## src/touch_seq_pkg.sv

```systemverilog
// Package holding constants and types of the touch measurement sequencer.
package touch_seq_pkg;

  // ********************************************************************
  // Register map (byte addresses) and field positions.
  // ********************************************************************
  localparam logic [7:0] CTRL_ADDR      = 8'h00;
  localparam logic [7:0] CHAN_EN_ADDR   = 8'h04;
  localparam logic [7:0] TX_MASK_ADDR   = 8'h08;
  localparam logic [7:0] SINGLE_CH_ADDR = 8'h0C;
  localparam logic [7:0] SET_A_ADDR     = 8'h10;
  localparam logic [7:0] SET_B_ADDR     = 8'h14;
  localparam logic [7:0] RESULT_ADDR    = 8'h18;
  localparam logic [7:0] STATUS_ADDR    = 8'h1C;

  localparam int START_BIT  = 0;
  localparam int INIT_BIT   = 1;
  localparam int SCAN_BIT   = 2;
  localparam int MUTUAL_BIT = 3;
  localparam int TXSEL_BIT  = 4;
  localparam int EXTRIG_BIT = 5;
  localparam int CTRL_W     = 6;

  localparam int PERIOD_W   = 16;
  localparam int BDIV_W     = 8;
  localparam int RESULT_W   = 16;

  localparam int ST_PHASE_BIT = 3;
  localparam int ST_PEND_BIT  = 4;
  localparam int ST_CH_LSB    = 8;

  localparam logic [31:0] ZERO_WORD = 32'h0000_0000;

  // ********************************************************************
  // Timing.
  // ********************************************************************
  localparam int CLK_MHZ      = 250;
  localparam int STAB_TIME_NS = 1000;
  localparam int STAB_CYCLES  = (STAB_TIME_NS * CLK_MHZ + 999) / 1000;
  localparam int SECOND_PIN_TICKS = 2;

  // ********************************************************************
  // Status counter, Gray coded along 0-1-2-3-4-5.
  // ********************************************************************
  typedef enum logic [2:0] {
    ST_IDLE   = 3'h0,
    ST_SELECT = 3'h1,
    ST_SETUP  = 3'h3,
    ST_STAB   = 3'h2,
    ST_MEAS   = 3'h6,
    ST_END    = 3'h7
  } status_e;

  // Drive of one sensor pin: dedicated sensor output and normal output.
  typedef struct packed {
    logic sensor_oe;
    logic sensor_out;
    logic gpio_oe;
    logic gpio_out;
  } pin_drive_s;

endpackage

```

## src/touch_measure_seq.sv

```systemverilog
// Measurement sequencer of a capacitive touch sensing unit.
`timescale 1ns/100ps

module touch_measure_seq
  import touch_seq_pkg::*;
#(
  parameter int NCH = 16
) (
  input  wire logic                  clock,
  input  wire logic                  rstn,
  input  wire logic [7:0]            addr,
  input  wire logic [31:0]           wdata,
  input  wire logic                  wr,
  input  wire logic                  rd,
  output      logic [31:0]           rdata,
  input  wire logic                  ext_trigger,
  input  wire logic                  osc_tick,
  output      pin_drive_s [NCH-1:0]  pins,
  output      logic                  osc_enable,
  output      logic                  channel_setting_request,
  output      logic                  result_read_request,
  output      logic                  measure_end_request
);

  localparam int CHW = $clog2(NCH);

  // ********************************************************************
  // Storage.
  // ********************************************************************
  status_e              state_reg;
  logic [CTRL_W-1:0]    ctrl_reg;
  logic [NCH-1:0]       chan_en_reg;
  logic [NCH-1:0]       tx_mask_reg;
  logic [CHW-1:0]       single_ch_reg;
  logic [PERIOD_W-1:0]  set_a_reg;
  logic [BDIV_W-1:0]    set_b_reg;
  logic                 set_a_done_reg;
  logic                 set_b_done_reg;
  logic [RESULT_W-1:0]  result_reg;
  logic [RESULT_W-1:0]  count_reg;
  logic                 pending_reg;
  logic                 phase_reg;
  logic [CHW-1:0]       chan_reg;
  logic                 pins_active_reg;
  logic [1:0]           wait_reg;
  logic [15:0]          timer_reg;
  logic [BDIV_W-1:0]    base_cnt_reg;
  logic [1:0]           quad_reg;

  // ********************************************************************
  // Decodes.
  // ********************************************************************
  logic wr_ctrl;
  logic abort;
  logic base_tick;
  logic mutual;
  logic [NCH-1:0] rx_cand;
  logic [NCH-1:0] tx_meas;
  logic           found;
  logic [CHW-1:0] found_ch;
  logic           trig_ok;

  assign wr_ctrl   = wr && (addr == CTRL_ADDR);
  assign abort     = wr_ctrl && !wdata[START_BIT] && wdata[INIT_BIT];
  assign base_tick = (base_cnt_reg == set_b_reg);
  assign mutual    = ctrl_reg[MUTUAL_BIT];
  // Receive candidates exclude transmit-designated pins in both methods.
  assign rx_cand   = chan_en_reg & ~tx_mask_reg;
  // In the mutual method every enabled transmit pin pairs with the target.
  assign tx_meas   = chan_en_reg & tx_mask_reg;
  // External trigger waits for a pulse; software trigger goes at once.
  assign trig_ok   = ctrl_reg[START_BIT] && (!ctrl_reg[EXTRIG_BIT] || ext_trigger);

  // In scan mode pick the lowest eligible channel at or above the current one; otherwise the single channel.
  always_comb begin
    found    = 1'b0;
    found_ch = '0;
    if (!ctrl_reg[SCAN_BIT]) begin
      found    = rx_cand[single_ch_reg];
      found_ch = single_ch_reg;
    end else begin
      for (int i = NCH - 1; i >= 0; i--) begin
        if (rx_cand[i] && (CHW'(i) >= chan_reg)) begin
          found    = 1'b1;
          found_ch = CHW'(i);
        end
      end
    end
    // The mutual method cannot measure without a transmit pin.
    if (mutual && (tx_meas == '0)) begin
      found = 1'b0;
    end
  end

  // ********************************************************************
  // Base clock: divides the operating clock by the setting b value plus one.
  // ********************************************************************
  always_ff @(posedge clock) begin
    if (!rstn || base_tick) begin
      base_cnt_reg <= '0;
    end else begin
      base_cnt_reg <= base_cnt_reg + 1'b1;
    end
  end

  // Quarter phase of the drive pulse; restarts when the pins go active.
  always_ff @(posedge clock) begin
    if (!rstn || !pins_active_reg) begin
      quad_reg <= 2'h1;
    end else if (base_tick) begin
      quad_reg <= quad_reg + 2'h1;
    end
  end

  // ********************************************************************
  // Software registers.
  // ********************************************************************
  always_ff @(posedge clock) begin
    if (!rstn) begin
      ctrl_reg <= '0;
    end else begin
      if (wr_ctrl) begin
        ctrl_reg <= wdata[CTRL_W-1:0];
        ctrl_reg[INIT_BIT] <= 1'b0;  // The init bit acts only on the write.
      end else if (state_reg == ST_IDLE && trig_ok && !ctrl_reg[EXTRIG_BIT]) begin
        ctrl_reg[START_BIT] <= 1'b0;
      end
    end
  end

  always_ff @(posedge clock) begin
    if (!rstn) begin
      chan_en_reg   <= '0;
      tx_mask_reg   <= '0;
      single_ch_reg <= '0;
      set_a_reg     <= '0;
      set_b_reg     <= '0;
    end else if (wr) begin
      if (addr == CHAN_EN_ADDR) chan_en_reg <= wdata[NCH-1:0];
      if (addr == TX_MASK_ADDR) tx_mask_reg <= wdata[NCH-1:0];
      if (addr == SINGLE_CH_ADDR) single_ch_reg <= wdata[CHW-1:0];
      if (addr == SET_A_ADDR) set_a_reg <= wdata[PERIOD_W-1:0];
      if (addr == SET_B_ADDR) set_b_reg <= wdata[BDIV_W-1:0];
    end
  end

  // Both setting writes are tracked; the request of a new channel rearms them.
  always_ff @(posedge clock) begin
    if (!rstn) begin
      set_a_done_reg <= 1'b0;
      set_b_done_reg <= 1'b0;
    end else begin
      if (wr && addr == SET_A_ADDR) begin
        set_a_done_reg <= 1'b1;
      end else if (channel_setting_request || state_reg == ST_IDLE) begin
        set_a_done_reg <= 1'b0;
      end
      if (wr && addr == SET_B_ADDR) begin
        set_b_done_reg <= 1'b1;
      end else if (channel_setting_request || state_reg == ST_IDLE) begin
        set_b_done_reg <= 1'b0;
      end
    end
  end

  // Read data stand one cycle after the strobe; unmapped reads give zero.
  always_ff @(posedge clock) begin
    if (!rstn) begin
      rdata <= ZERO_WORD;
    end else if (rd) begin
      rdata <= ZERO_WORD;
      case (addr)
        CTRL_ADDR:      rdata[CTRL_W-1:0]   <= ctrl_reg;
        CHAN_EN_ADDR:   rdata[NCH-1:0]      <= chan_en_reg;
        TX_MASK_ADDR:   rdata[NCH-1:0]      <= tx_mask_reg;
        SINGLE_CH_ADDR: rdata[CHW-1:0]      <= single_ch_reg;
        SET_A_ADDR:     rdata[PERIOD_W-1:0] <= set_a_reg;
        SET_B_ADDR:     rdata[BDIV_W-1:0]   <= set_b_reg;
        RESULT_ADDR:    rdata[RESULT_W-1:0] <= result_reg;
        STATUS_ADDR: begin
          rdata[2:0]                    <= status_num(state_reg);
          rdata[ST_PHASE_BIT]           <= phase_reg;
          rdata[ST_PEND_BIT]            <= pending_reg;
          rdata[ST_CH_LSB +: CHW]       <= chan_reg;
        end
        default:        rdata <= ZERO_WORD;
      endcase
    end
  end

  function automatic logic [2:0] status_num(input status_e s);
    case (s)
      ST_IDLE:   status_num = 3'h0;
      ST_SELECT: status_num = 3'h1;
      ST_SETUP:  status_num = 3'h2;
      ST_STAB:   status_num = 3'h3;
      ST_MEAS:   status_num = 3'h4;
      ST_END:    status_num = 3'h5;
      default:   status_num = 3'h0;
    endcase
  endfunction

  // ********************************************************************
  // Status counter.
  // ********************************************************************
  always_ff @(posedge clock) begin
    if (!rstn || abort) begin
      state_reg <= ST_IDLE;
    end else begin
      case (state_reg)
        ST_IDLE: begin
          if (trig_ok) state_reg <= ST_SELECT;
        end
        ST_SELECT: begin
          if (!found) begin
            state_reg <= ST_IDLE;
          end else if (!phase_reg) begin
            state_reg <= ST_SETUP;
          end else if (pins_active_reg && base_tick) begin
            state_reg <= ST_STAB;
          end
        end
        ST_SETUP: begin
          if (pins_active_reg && base_tick) state_reg <= ST_STAB;
        end
        ST_STAB: begin
          // A result still unread holds off the next measurement.
          if (timer_reg == 16'(STAB_CYCLES - 1) && !pending_reg) begin
            state_reg <= ST_MEAS;
          end
        end
        ST_MEAS: begin
          if (timer_reg == set_a_reg) state_reg <= ST_END;
        end
        ST_END: begin
          if (mutual && !phase_reg) begin
            state_reg <= ST_SELECT;
          end else if (ctrl_reg[SCAN_BIT] && chan_reg != CHW'(NCH - 1)) begin
            state_reg <= ST_SELECT;
          end else begin
            state_reg <= ST_IDLE;
          end
        end
        default: state_reg <= ST_IDLE;
      endcase
    end
  end

  // Stabilisation and measurement timer, zero on entry to ST_STAB and ST_MEAS.
  always_ff @(posedge clock) begin
    if (!rstn || state_reg == ST_SETUP || state_reg == ST_SELECT) begin
      timer_reg <= '0;
    end else if (state_reg == ST_STAB) begin
      if (timer_reg != 16'(STAB_CYCLES - 1)) timer_reg <= timer_reg + 16'h0001;
      else if (!pending_reg) timer_reg <= '0;
    end else if (state_reg == ST_MEAS) begin
      timer_reg <= timer_reg + 16'h0001;
    end else begin
      timer_reg <= '0;
    end
  end

  // Channel pointer and mutual phase flag.
  always_ff @(posedge clock) begin
    if (!rstn || abort || state_reg == ST_IDLE) begin
      chan_reg  <= '0;
      phase_reg <= 1'b0;
    end else if (state_reg == ST_SELECT && found) begin
      chan_reg <= found_ch;
    end else if (state_reg == ST_END) begin
      if (mutual && !phase_reg) begin
        phase_reg <= 1'b1;
      end else begin
        phase_reg <= 1'b0;
        chan_reg  <= (chan_reg == CHW'(NCH - 1)) ? chan_reg : chan_reg + 1'b1;
      end
    end
  end

  // Pins run ahead of the unit by one base tick.
  always_ff @(posedge clock) begin
    if (!rstn || abort) begin
      pins_active_reg <= 1'b0;
      wait_reg        <= '0;
    end else begin
      case (state_reg)
        ST_SETUP: begin
          if (set_a_done_reg && set_b_done_reg) pins_active_reg <= 1'b1;
        end
        ST_SELECT: begin
          if (found && phase_reg && !pins_active_reg && base_tick) begin
            if (wait_reg == 2'(SECOND_PIN_TICKS - 1)) pins_active_reg <= 1'b1;
            else wait_reg <= wait_reg + 2'h1;
          end
        end
        ST_STAB, ST_MEAS: pins_active_reg <= 1'b1;
        default: begin
          pins_active_reg <= 1'b0;
          wait_reg        <= '0;
        end
      endcase
    end
  end

  // ********************************************************************
  // Result counter and pending flag.
  // ********************************************************************
  always_ff @(posedge clock) begin
    if (!rstn || state_reg != ST_MEAS) begin
      count_reg <= '0;
    end else if (osc_tick) begin
      count_reg <= count_reg + 1'b1;
    end
  end

  // Hardware set wins over a read in the same cycle.
  always_ff @(posedge clock) begin
    if (!rstn) begin
      result_reg  <= '0;
      pending_reg <= 1'b0;
    end else if (state_reg == ST_MEAS && timer_reg == set_a_reg) begin
      result_reg  <= osc_tick ? count_reg + 1'b1 : count_reg;
      pending_reg <= 1'b1;
    end else if (rd && addr == RESULT_ADDR) begin
      result_reg  <= '0;
      pending_reg <= 1'b0;
    end
  end

  // ********************************************************************
  // Requests, each one cycle long.
  // ********************************************************************
  always_ff @(posedge clock) begin
    if (!rstn) begin
      channel_setting_request <= 1'b0;
      result_read_request     <= 1'b0;
      measure_end_request     <= 1'b0;
    end else begin
      channel_setting_request <= !abort && state_reg == ST_SELECT && found
                                 && !phase_reg;
      result_read_request     <= !abort && state_reg == ST_MEAS
                                 && timer_reg == set_a_reg;
      measure_end_request     <= !abort && ((state_reg == ST_SELECT && !found)
                                 || (state_reg == ST_END && !(mutual && !phase_reg)
                                 && !(ctrl_reg[SCAN_BIT]
                                 && chan_reg != CHW'(NCH - 1))));
    end
  end

  // ********************************************************************
  // Pin drive.
  // ********************************************************************
  logic drive_wave;
  logic tx_wave;
  // Drive high in quarters 2 and 3; the transmit edge lands entering quarter 3.
  assign drive_wave = quad_reg[1];
  assign tx_wave    = ((quad_reg == 2'h3) || (quad_reg == 2'h0)) ^ phase_reg;

  always_ff @(posedge clock) begin
    if (!rstn) begin
      osc_enable <= 1'b0;
    end else begin
      osc_enable <= !abort && (state_reg == ST_STAB || state_reg == ST_MEAS);
    end
  end

  always_ff @(posedge clock) begin
    for (int i = 0; i < NCH; i++) begin
      // Default: sensor output off, normal output driving low.
      pins[i].sensor_oe  <= 1'b0;
      pins[i].sensor_out <= 1'b0;
      pins[i].gpio_oe    <= 1'b1;
      pins[i].gpio_out   <= 1'b0;
      if (rstn && !abort && pins_active_reg) begin
        if (!tx_mask_reg[i] && chan_en_reg[i] && CHW'(i) == chan_reg) begin
          pins[i].sensor_oe  <= 1'b1;
          pins[i].sensor_out <= drive_wave;
          pins[i].gpio_oe    <= 1'b0;
        end else if (tx_meas[i]) begin
          // Self method: shield pulse only, never measured.
          if (ctrl_reg[TXSEL_BIT]) begin
            pins[i].sensor_oe  <= 1'b1;
            pins[i].sensor_out <= mutual ? tx_wave : drive_wave;
            pins[i].gpio_oe    <= 1'b0;
          end else begin
            pins[i].gpio_out   <= mutual ? tx_wave : drive_wave;
          end
        end
      end
    end
  end

endmodule // touch_measure_seq

```

## config.mk

```make
export PLATFORM = sky130hd
export DESIGN_NAME = touch_measure_seq
export DESIGN_NICKNAME = d
export VERILOG_FILES = /design/src/touch_seq_pkg.sv /design/src/touch_measure_seq.sv
export SDC_FILE = /design/constraint.sdc
export NUM_CORES = 1
export LEC_CHECK = 0
export ABC_AREA = 1
export BUFFER_PORTS_ARGS = -buffer_cell sky130_fd_sc_hd__buf_2
export CAP_MARGIN = 20
export CORE_UTILIZATION = 51
export CTS_CLUSTER_DIAMETER = 50
export DETAILED_ROUTE_END_ITERATION = 16
export GPL_TIMING_DRIVEN = 0
export PLACE_DENSITY = 0.72
export SLEW_MARGIN = 30
export SYNTH_ARGS = -nofsm -noshare
export SYNTH_HDL_FRONTEND = slang
export SYNTH_SLANG_ARGS = --single-unit
```

## constraint.sdc

```tcl
create_clock -name clock -period 4 [get_ports clock]
set_clock_uncertainty 0.15 [all_clocks]
set_input_delay 1 -clock clock [delete_from_list [all_inputs] [get_ports clock]]
set_output_delay 1 -clock clock [all_outputs]
set_load 0.1 [all_outputs]
```

* Word-level counts from Yosys, hierarchy flattened
Index checks and enable logic that the tools add are counted.
** Word-level totals
- Register bits :: 221
- Input bits :: 46
** Cells by class
- Bitwise operators :: 23
- Muxes and demuxes :: 114
- Equal/unequal tests :: 46
- Add/sub/neg operators :: 6
- Reduce and logical (&&, ||, !) cells :: 156
- Magnitude comparators :: 17
** Operators by type and width (number)
- 2-to-1 mux 4 bit :: 37
- 2-to-1 mux 16 bit :: 7
- logical AND 1 bit :: 80
- 2-to-1 mux 3 bit :: 23
- OR reduction 3 bit :: 17
- 2-to-1 mux 1 bit :: 34
- adder 16 x 1 -> 16 bit (second input constant) :: 2
- bitwise AND 16 bit :: 2
- equality test 4 bit (first input constant) :: 8
- equality test 8 x 5 -> 1 bit (second input constant) :: 4
- >= comparator 4 bit (first input constant) :: 8
- one-hot mux 4 bit (8 select lines) :: 1
- logical NOT 1 bit :: 26
- one-hot mux 4 bit (5 select lines) :: 1
- inverter 1 bit :: 19
- one-hot mux 3 bit (6 select lines) :: 1
- equality test 16 bit :: 1
- equality test 16 x 8 -> 1 bit (second input constant) :: 1
- equality test 3 x 4 -> 1 bit (first input constant) :: 4
- equality test 8 x 4 -> 1 bit (second input constant) :: 2
- >= comparator 3 x 4 -> 1 bit (first input constant) :: 4
- logical NOT 16 bit :: 1
- != test 16 x 8 -> 1 bit (second input constant) :: 1
- inverter 16 bit :: 1
- 40 further kinds :: 77

* Depth between registers and ports, before layout
Gate-level depths: netlist (run 1).
- Depth after elaboration :: 26
- Gate-level depth with buffers :: 21
- Gate-level depth less buffers :: 21

* Least setup slack after synthesis (run 1)
Ideal clock, no wire load.
- Path kind :: input-to-reg
- From :: in addr[7]
- To :: reg pins[6] (netlist name)
- Setup slack :: 1.363 ns
- Required time :: 3.734 ns
- Data arrival time :: 2.371 ns
- Path buffers :: 1
- Stages :: 17
- Library setup time :: 0.116 ns
- Cells stage by stage :: nor2_1 > inv_1 > nor2_2 > inv_2 > nor2_4 > inv_2 > nor2_4 > inv_2 > nor2_8 > inv_2 > nor3_4 > nor2_4 > inv_6 > nor2_8 > clkinv_4 > buf_4 > a21oi_1
** On the way
- Cells in the longest elaborated chain, start to end :: 7
** RTL lines
- start, declared :: line touch_measure_seq.sv:11 : input wire logic [7:0] addr,
- logical NOT 8 bit :: line touch_measure_seq.sv:63 : assign wr_ctrl = wr && (addr == CTRL_ADDR);
- logical AND 1 bit :: line touch_measure_seq.sv:63
- logical AND 1 bit (2 in a row) :: line touch_measure_seq.sv:64 : assign abort = wr_ctrl && !wdata[START_BIT] && wdata[INIT_BIT];
- logical NOT 1 bit :: line touch_measure_seq.sv:374 : if (rstn && !abort && pins_active_reg) begin
- logical AND 1 bit (2 in a row) :: line touch_measure_seq.sv:374
- end, declared :: line touch_measure_seq.sv:18 : output pin_drive_s [NCH-1:0] pins,
Every way passes these cells.
A chain may end at the register's enable or synchronous reset.

* Final worst setup path (run 1)
- From :: reg chan_reg[1]
- To :: reg chan_reg[1]
** On the way
- Cells in the longest elaborated chain, start to end :: 23
- Elaborated cells on any way between the ends :: 78
** RTL lines
- start, declared :: line touch_measure_seq.sv:43 : logic [CHW-1:0] chan_reg;
- start signal, assigned :: line touch_measure_seq.sv:269 : chan_reg <= found_ch;
- start signal, assigned :: line touch_measure_seq.sv:275 : chan_reg <= (chan_reg == CHW'(NCH - 1)) ? chan_reg : chan_reg + 1'b1;
- >= comparator 4 bit :: line touch_measure_seq.sv:83 : if (rx_cand[i] && (CHW'(i) >= chan_reg)) begin
- logical AND 1 bit :: line touch_measure_seq.sv:83
- 2-to-1 mux 1 bit (16 in a row) :: line touch_measure_seq.sv:83
- 2-to-1 mux 1 bit :: line touch_measure_seq.sv:78 : if (!ctrl_reg[SCAN_BIT]) begin
- 2-to-1 mux 1 bit :: line touch_measure_seq.sv:90 : if (mutual && (tx_meas == '0)) begin
- logical AND 1 bit :: line touch_measure_seq.sv:268 : end else if (state_reg == ST_SELECT && found) begin
- != test 2 bit (no source line), or another cell as far along
- AND reduction 3 bit (no source line)
Several ways; a longest one is shown, not always the timed one. The select of a mux whose other input is x is not followed.

==> run metrics, run 1 <==
run status=finished, final reports clean; Final Critical Period=between 2000 and 3000 ps; PD cells=432 mW/mm2; Non-Filler Instances=1802; Antenna Violating Nets Remaining=0; Synth Area in Compound Gates=0.168; Cell Area, Placed=roughly 0.011 mm2; CP Data Arrival Time=3250 ps; fraction of registers with async set/reset=0; setup TNS=0 ps; Pwr Total=5.11 mW; WHS=308 ps; n_diodes=0; Max VDD drop=0.290 mV; Post-CTS Setup Bufs=0; RSZ-0062 raised after global routing=false; Largest register FFs=64; # port buffers=112; clk buf depth=3; Fmax achieved=336 MHz; clock root cell=clkbuf_16; post_cts resized=0; Hold Violations, Final=0; Synth Area in Adders=0.0100; max cap viols=0; Yosys reg bits=221; fin. max-slew vios=0; sequential share of the synthesized area=0.444; critical path type=reg -> reg; final instance area=approximately 0.012 mm2; critical path endpoint category=flip-flop; Avg Inst Size Synth=7.29 um2; CTS tree=yes; Core Footprint=0.0190 mm2; Clock Latency Late Sink=between 500 and 600 ps; Die X=approximately 140 um; layout cells sized above 1=0.155; first-pass GRT wire length=48.1 mm; commonest non-fill, non-tap cell in the layout=nand2_1; WL per Instance=17.2 um; fin util=0.623; Ys Warns=0; CTS buffer count=26; FP Rows=50; Post-Route WL=31.0 mm; most flop-heavy register=pins; initial antenna violation count=0; GRT Util Overall=0.312; GPL Wtd Cong=1.01; number of global-route vias before repair=8775; Starting Density=0.526; Hold WC Path Type=reg -> reg; io pins=146; largest net degree at the start of global routing=15; DR vias/cell=5.34; DRC=0; worst reg-to-reg setup slack=~1000 ps; cell count after placement=about 1800; CP required=approximately 4300 ps; post-synthesis cell area=between 0.009 and 0.01 mm2; DR vias=9630; Net count, final=1577; combinational family with the most area after synthesis=simple AND/OR/NAND/NOR gates; Gate Count Post-Synth=about 1400; Die Y=142 um; Synth Area in Simple Gates=0.244; die area=0.0201 mm2; crit share post-route=0.743; most frequent cells in the layout=270 x nand2_1, 221 x dfxtp_1, 178 x inv_1; CTS H-tree depth=1; EDFF count, synth=0; Setup Viol. Count Final=0; crit path max fanout=8; mux contribution to synthesized area=0.00100; Clock transition at path regs=60 ps; CP Launch Type=flip-flop; Worst Tran Pin Value=633 ps; Setup WS post-layout=1030 ps; Netlist cell types=58; Initial DRC Count=790; Leakage Power=slightly below 5 nW; hold_buf cts=0; worst rel slew slack=0.575; DR pass1 iterations=5; hpwl dp=23.9 mm; DP Worst Slack=762 ps; Sink Count=221; Post-Synth XOR/XNOR Area=0.0246; Most used DFF post-synth=dfxtp_1; P&R area growth vs syn=18.5%; total grt overflow=0
-- metal layers --
| metal | part of all wire | track usage |
|---|---|---|
| met3 | 0.076 | 0.0476 |
| met2 | 0.44 | 0.506 |
| met1 | 0.43 | 0.400 |
| met5 | 0 | 0 |
| met4 | 0.055 | 0.166 |
-- area by class of cell --
| type | count | area (um2) |
|---|---|---|
| sequential | 221 | 4420 |
| clock buffer | 31 | 699 |
| buffer | 54 | 314 |
| inverter | 200 | 766 |
| clock inverter | 16 | 203 |
| timing repair buffer | 112 | 561 |
| multi-input combinational | 908 | 4530 |
| tap | 260 | 325 |
| fill | 1789 | 7140 |
-- report_power, final --
part	leakage [nW]	switching [mW]	internal, mW
clock	0.434	0.986	1.46
sequential	1.78	0.0207	2.22
combinational	2.68	0.316	0.100
total	4.89	1.32	3.79
-- Yosys cell counts, drive strengths merged, types with 11 or more instances --
cell type / number / share of area
a21oi: 139 / 0.070
a221oi: 12 / 0.011
buf: 28 / 0.022
clkbuf: 26 / 0.0099
dfxtp: 221 / 0.44
inv: 192 / 0.073
nand2: 273 / 0.10
nand3: 34 / 0.018
nand4: 15 / 0.0094
nor2: 181 / 0.077
nor3: 24 / 0.015
nor4: 11 / 0.0069
o21ai: 99 / 0.051
o22ai: 12 / 0.0075
xnor2: 13 / 0.011
xor2: 15 / 0.013
-- kinds of logic after synthesis --
family	after synthesis
compound gates	299
buf+inv	254
other cells	1
simple gates	556
xor+xnor	28
flops	221
fa+ha+maj	8
mux	1
-- worst paths after layout --
path                                       from           to  cells after the start
worst max register to register      chan_reg[1]  chan_reg[1]                     17
worst min register to register  chan_en_reg[14]     pins[56]                      2
worst min-delay path            chan_en_reg[14]     pins[56]                      2
worst max-delay path                chan_reg[1]  chan_reg[1]                     17
-- worst max-delay path: stages, from the launching register on --
cell	delay, ps
dfxtp_1	440
inv_1	270
ha_1	360
inv_1	100
nor3_2	310
nor2_1	110
nand2_2	100
nor2_1	40
nand2_1	70
nor2_1	50
nor2_1	160
nand2_2	140
nor2_4	220
inv_4	80
nand2_1	60
o211ai_1	80
nand2_1	80
inv_1	30
No activity file was read; power rests on OpenSTA's default activity.
==> run 2: changes to the inputs <==
clock period = 2.8 ns   (was 4 ns; I/O delays follow)
==> run metrics, run 2 (synthesized netlist as in run 1, its figures left out) <==
clk buf depth=3; Leakage Power=4.90 nW; first-pass GRT wire length=48.1 mm; most frequent cells in the layout=270 x nand2_1, 219 x dfxtp_1, 176 x inv_1; hpwl dp=~24 mm; Net count, final=~1600; Largest register FFs=64; P&R area growth vs syn=18.7%; DRC=0; GRT Util Overall=0.312; Initial DRC Count=795; crit path max fanout=8; Worst Setup SP=chan_reg[1]; final instance area=0.0118 mm2; DRT met1 WL=13.2 mm; Hold Violations, Final=0; n_diodes=0; DP Worst Slack=-138 ps; commonest non-fill, non-tap cell in the layout=nand2_1; CP Data Arrival Time=2860 ps; cell count after placement=roughly 1800; number of global-route vias before repair=8775; worst rel slew slack=0.579; Clock transition at path regs=70 ps; critical path endpoint category=flip-flop; Post-Route WL=31.0 mm; Clock Latency Late Sink=540 ps; Core Footprint=0.0190 mm2; Cell Area, Placed=0.0109 mm2; initial antenna violation count=0; FF-to-FF path depth=17; DR vias/cell=~5.3; Starting Density=0.526; Fmax achieved=slightly below 400 MHz; max cap viols=0; Die X=around 140 um; run status=finished, final reports clean; Reg2Reg Capture Point=chan_reg[1]; Pwr Total=between 7 and 8 mW; CTS tree=yes; critical path type=reg -> reg; io pins=146; WL per Instance=approximately 17 um; hold_buf cts=0; FP Rows=50; crit share post-route=0.924; most flop-heavy register=pins; top routing layer used=met4; DR vias=around 9600; Final Critical Period=about 2600 ps; Sink Count=221; DR pass1 iterations=7; Non-Filler Instances=1802; # port buffers=112; Setup WS post-layout=roughly 210 ps; Die Y=142 um; CTS buffer count=26; GPL Wtd Cong=1.01; worst reg-to-reg setup slack=210 ps; fin. max-slew vios=0; PD cells=between 600 and 700 mW/mm2; CP Launch Type=flip-flop; Worst Tran Pin Value=627 ps; die area=~0.02 mm2; total grt overflow=0; CTS H-tree depth=1; layout cells sized above 1=0.158; met2 wire length=13.6 mm; largest net degree at the start of global routing=15; Worst R2R Start=chan_reg[1]; Max VDD drop=0.416 mV; clock root cell=clkbuf_16; Setup Viol. Count Final=0; Fillers=1783; Hold WC Path Type=in -> reg; CP required=3080 ps; RSZ-0062 raised after global routing=false; Antenna Violating Nets Remaining=0; met3 wire length=2.43 mm; Setup crit end=chan_reg[1]; Post-CTS Setup Bufs=0
## run 2: area by class of cell
class	instances	area, um2	area share
buffer	54	314	0.0265
clock buffer	31	699	0.0591
clock inverter	16	203	0.0171
inverter	200	766	0.0647
multi-input combinational	908	4550	0.384
sequential	221	4430	0.374
tap	260	325	0.0275
timing repair buffer	112	561	0.0473
## run 2: worst min path at each step
stage                       to  cells past startpoint            start
2_1_floorplan  base_cnt_reg[0]                      1  base_cnt_reg[0]
3_3_place_gp       wait_reg[1]                      2      wait_reg[1]
3_5_place_dp          rdata[2]                      2         rdata[2]
4_1_cts        chan_en_reg[11]                      3        wdata[11]
5_1_grt        tx_mask_reg[13]                      3        wdata[13]
6_report       chan_en_reg[11]                      3        wdata[11]
## run 2: power breakdown
| part | total [mW] | switching [mW] | internal, mW |
|---|---|---|---|
| Clock | 3.50 | 1.41 | 2.09 |
| Combinational | 0.595 | 0.452 | 0.143 |
| Sequential | 3.21 | 0.0298 | 3.18 |
| Total | 7.30 | 1.89 | 5.41 |
## run 2: metrics by stage
stage | util | hold slack [ps] | TNS [ps]
after global placement | 0.576 | 299 | -1350
after detailed placement | 0.576 | 305 | -1820
after global routing | 0.625 | 317 | 0
after CTS | 0.624 | 284 | 0
final | 0.625 | 292 | 0
after floorplan | - | 280 | 0
## run 2: layer usage
layer	track usage	vias up
met5	0	-
met4	0.166	0
met3	0.0476	95
met2	0.506	472
met1	0.400	4294
li1	-	4724
## run 2: worst max-delay path, stage by stage (launching register included)
cell and delay [ps]:
dfxtp_2 390, inv_2 170, ha_4 190, inv_1 80, nor3_4 250, nor2_1 100
nand2_2 90, nor2_1 40, nand2_1 80, nor2_1 50, nor2_1 160, nand2_2 140
nor2_4 250, inv_4 80, nand2_1 60, o211ai_1 80, nand2_1 80, inv_1 30
## run 2: repair_timing
action | in CTS | in global routing
resized for setup | 3 | 5
endpoints found under the setup margin | 9 | 8
cloned | 0 | 0
pin swaps | 0 | 1
==> run 3: changes to the inputs <==
CORE_UTILIZATION = 30   (was 51)
PLACE_DENSITY = unset   (was 0.72)
==> run metrics, run 3 (synthesized netlist as in run 1, its figures left out) <==
run status=finished, final reports clean; DR vias=9624; DP Worst Slack=-206 ps; max cap viols=0; most frequent cells in the layout=270 x nand2_1, 219 x dfxtp_1, 175 x inv_1; Die X=184 um; GRT Util Overall=0.194; Leakage Power=4.96 nW; DR vias/cell=4.83; CP required=3090 ps; commonest non-fill, non-tap cell in the layout=nand2_1; CTS buffer count=30; P&R area growth vs syn=22.4%; WL per Instance=16.7 um; Core Footprint=0.0326 mm2; fin. max-slew vios=0; CP Launch Type=flip-flop; clock root cell=clkbuf_16; CTS H-tree depth=1; Largest register FFs=64; Die Y=approximately 180 um; Initial DRC Count=838; Clock transition at path regs=60 ps; Net count, final=1581; RSZ-0062 raised after global routing=false; FP Rows=66; number of global-route vias before repair=8953; PD cells=roughly 630 mW/mm2; critical path type=reg -> reg; total grt overflow=0; Post-Route WL=33.2 mm; GPL Wtd Cong=0.959; CP Data Arrival Time=2930 ps; die area=0.0340 mm2; most flop-heavy register=pins; DR pass1 iterations=6; crit share post-route=0.943; n_diodes=0; # port buffers=112; Clock Latency Late Sink=580 ps; largest net degree at the start of global routing=16; Final Critical Period=2640 ps; layout cells sized above 1=0.164; WHS=~270 ps; first-pass GRT wire length=just over 50 mm; io pins=146; crit path max fanout=8; Setup WS post-layout=160 ps; clk buf depth=3; CTS tree=yes; Setup Viol. Count Final=0; Fillers=about 3500; worst rel slew slack=0.610; Hold Violations, Final=0; DRC=0; Post-CTS Setup Bufs=0; Hold WC Path Type=in -> reg; Sink Count=around 220; initial antenna violation count=0; critical path endpoint category=flip-flop; Starting Density=0.306; Antenna Violating Nets Remaining=0; Worst Tran Pin Value=580 ps; fin util=0.374; Max VDD drop=0.492 mV; Fmax achieved=about 380 MHz; hpwl dp=26.0 mm
-- run 3: repair_timing --
| action | 4_1_cts | 5_1_grt |
|---|---|---|
| resized for setup | 3 | 6 |
| hold buffers | 0 | 0 |
| cloned | 0 | 0 |
| endpoints found under the setup margin | 5 | 6 |
| pin swaps | 0 | 1 |
-- run 3: layout make-up --
cell class | instances | area (um2) | share of cell area
multi-input cells | 908 | 4540 | 0.372
clock inverters | 20 | 226 | 0.0186
plain buffers | 54 | 314 | 0.0257
repair buffers | 112 | 561 | 0.0459
inverters | 200 | 769 | 0.0630
clock buffers | 36 | 813 | 0.0666
well taps | 442 | 553 | 0.0453
flip-flops and latches | 221 | 4430 | 0.363
-- run 3: worst paths after layout --
path | depth (start not counted) | start | to | slack, ps
setup / recovery | 16 | chan_reg[0] | chan_reg[1] | 160
hold / removal | 3 | wdata[7] | chan_en_reg[7] | 270
setup reg to reg | 16 | chan_reg[0] | chan_reg[1] | 160
hold reg to reg | 2 | set_b_done_reg | set_b_done_reg | 320
-- run 3: layer usage --
layer | vias up | global-route usage | routed length (um)
met3 | 87 | 0.0314 | 2590
met2 | 451 | 0.320 | 14900
met4 | 0 | 0.0813 | 1280
li1 | 4716 | - | -
met5 | - | 0 | 0
met1 | 4370 | 0.249 | 14400
-- run 3: worst max-delay path, stage by stage, from the launching register on --
cell and delay, ps:
dfxtp_4 420, clkinvlp_4 180, ha_2 250, inv_2 110, nand4_1 90, nand2_1 100, nand2_1 70, nor2_1 210
nand2_1 120, nor2_1 170, nor2_1 70, nand2_2 140, nor2_4 100, o31ai_1 200, inv_1 60, nand2_1 60
inv_1 40
-- run 3: where the power goes --
part	switching, mW	total [mW]	internal [mW]	leakage [nW]
Clock	1.57	3.88	2.31	0.496
Combinational	0.455	0.598	0.143	2.68
Sequential	0.0318	3.21	3.18	1.78
Total	2.06	7.68	5.63	4.96
-- run 3: through the flow --
| stage | cell area, um2 | setup TNS (ps) | cells | total power, mW |
|---|---|---|---|---|
| 2_1_floorplan | 10000 | 0 | 1383 | 3.71 |
| 3_3_place_gp | 11100 | -4630 | 1937 | 3.86 |
| 3_5_place_dp | 11100 | -6000 | 1937 | 3.87 |
| 4_1_cts | 12200 | 0 | 1993 | 7.74 |
| 5_1_grt | 12200 | 0 | 1993 | 7.95 |
| 6_report | 12200 | 0 | 1993 | 7.68 |
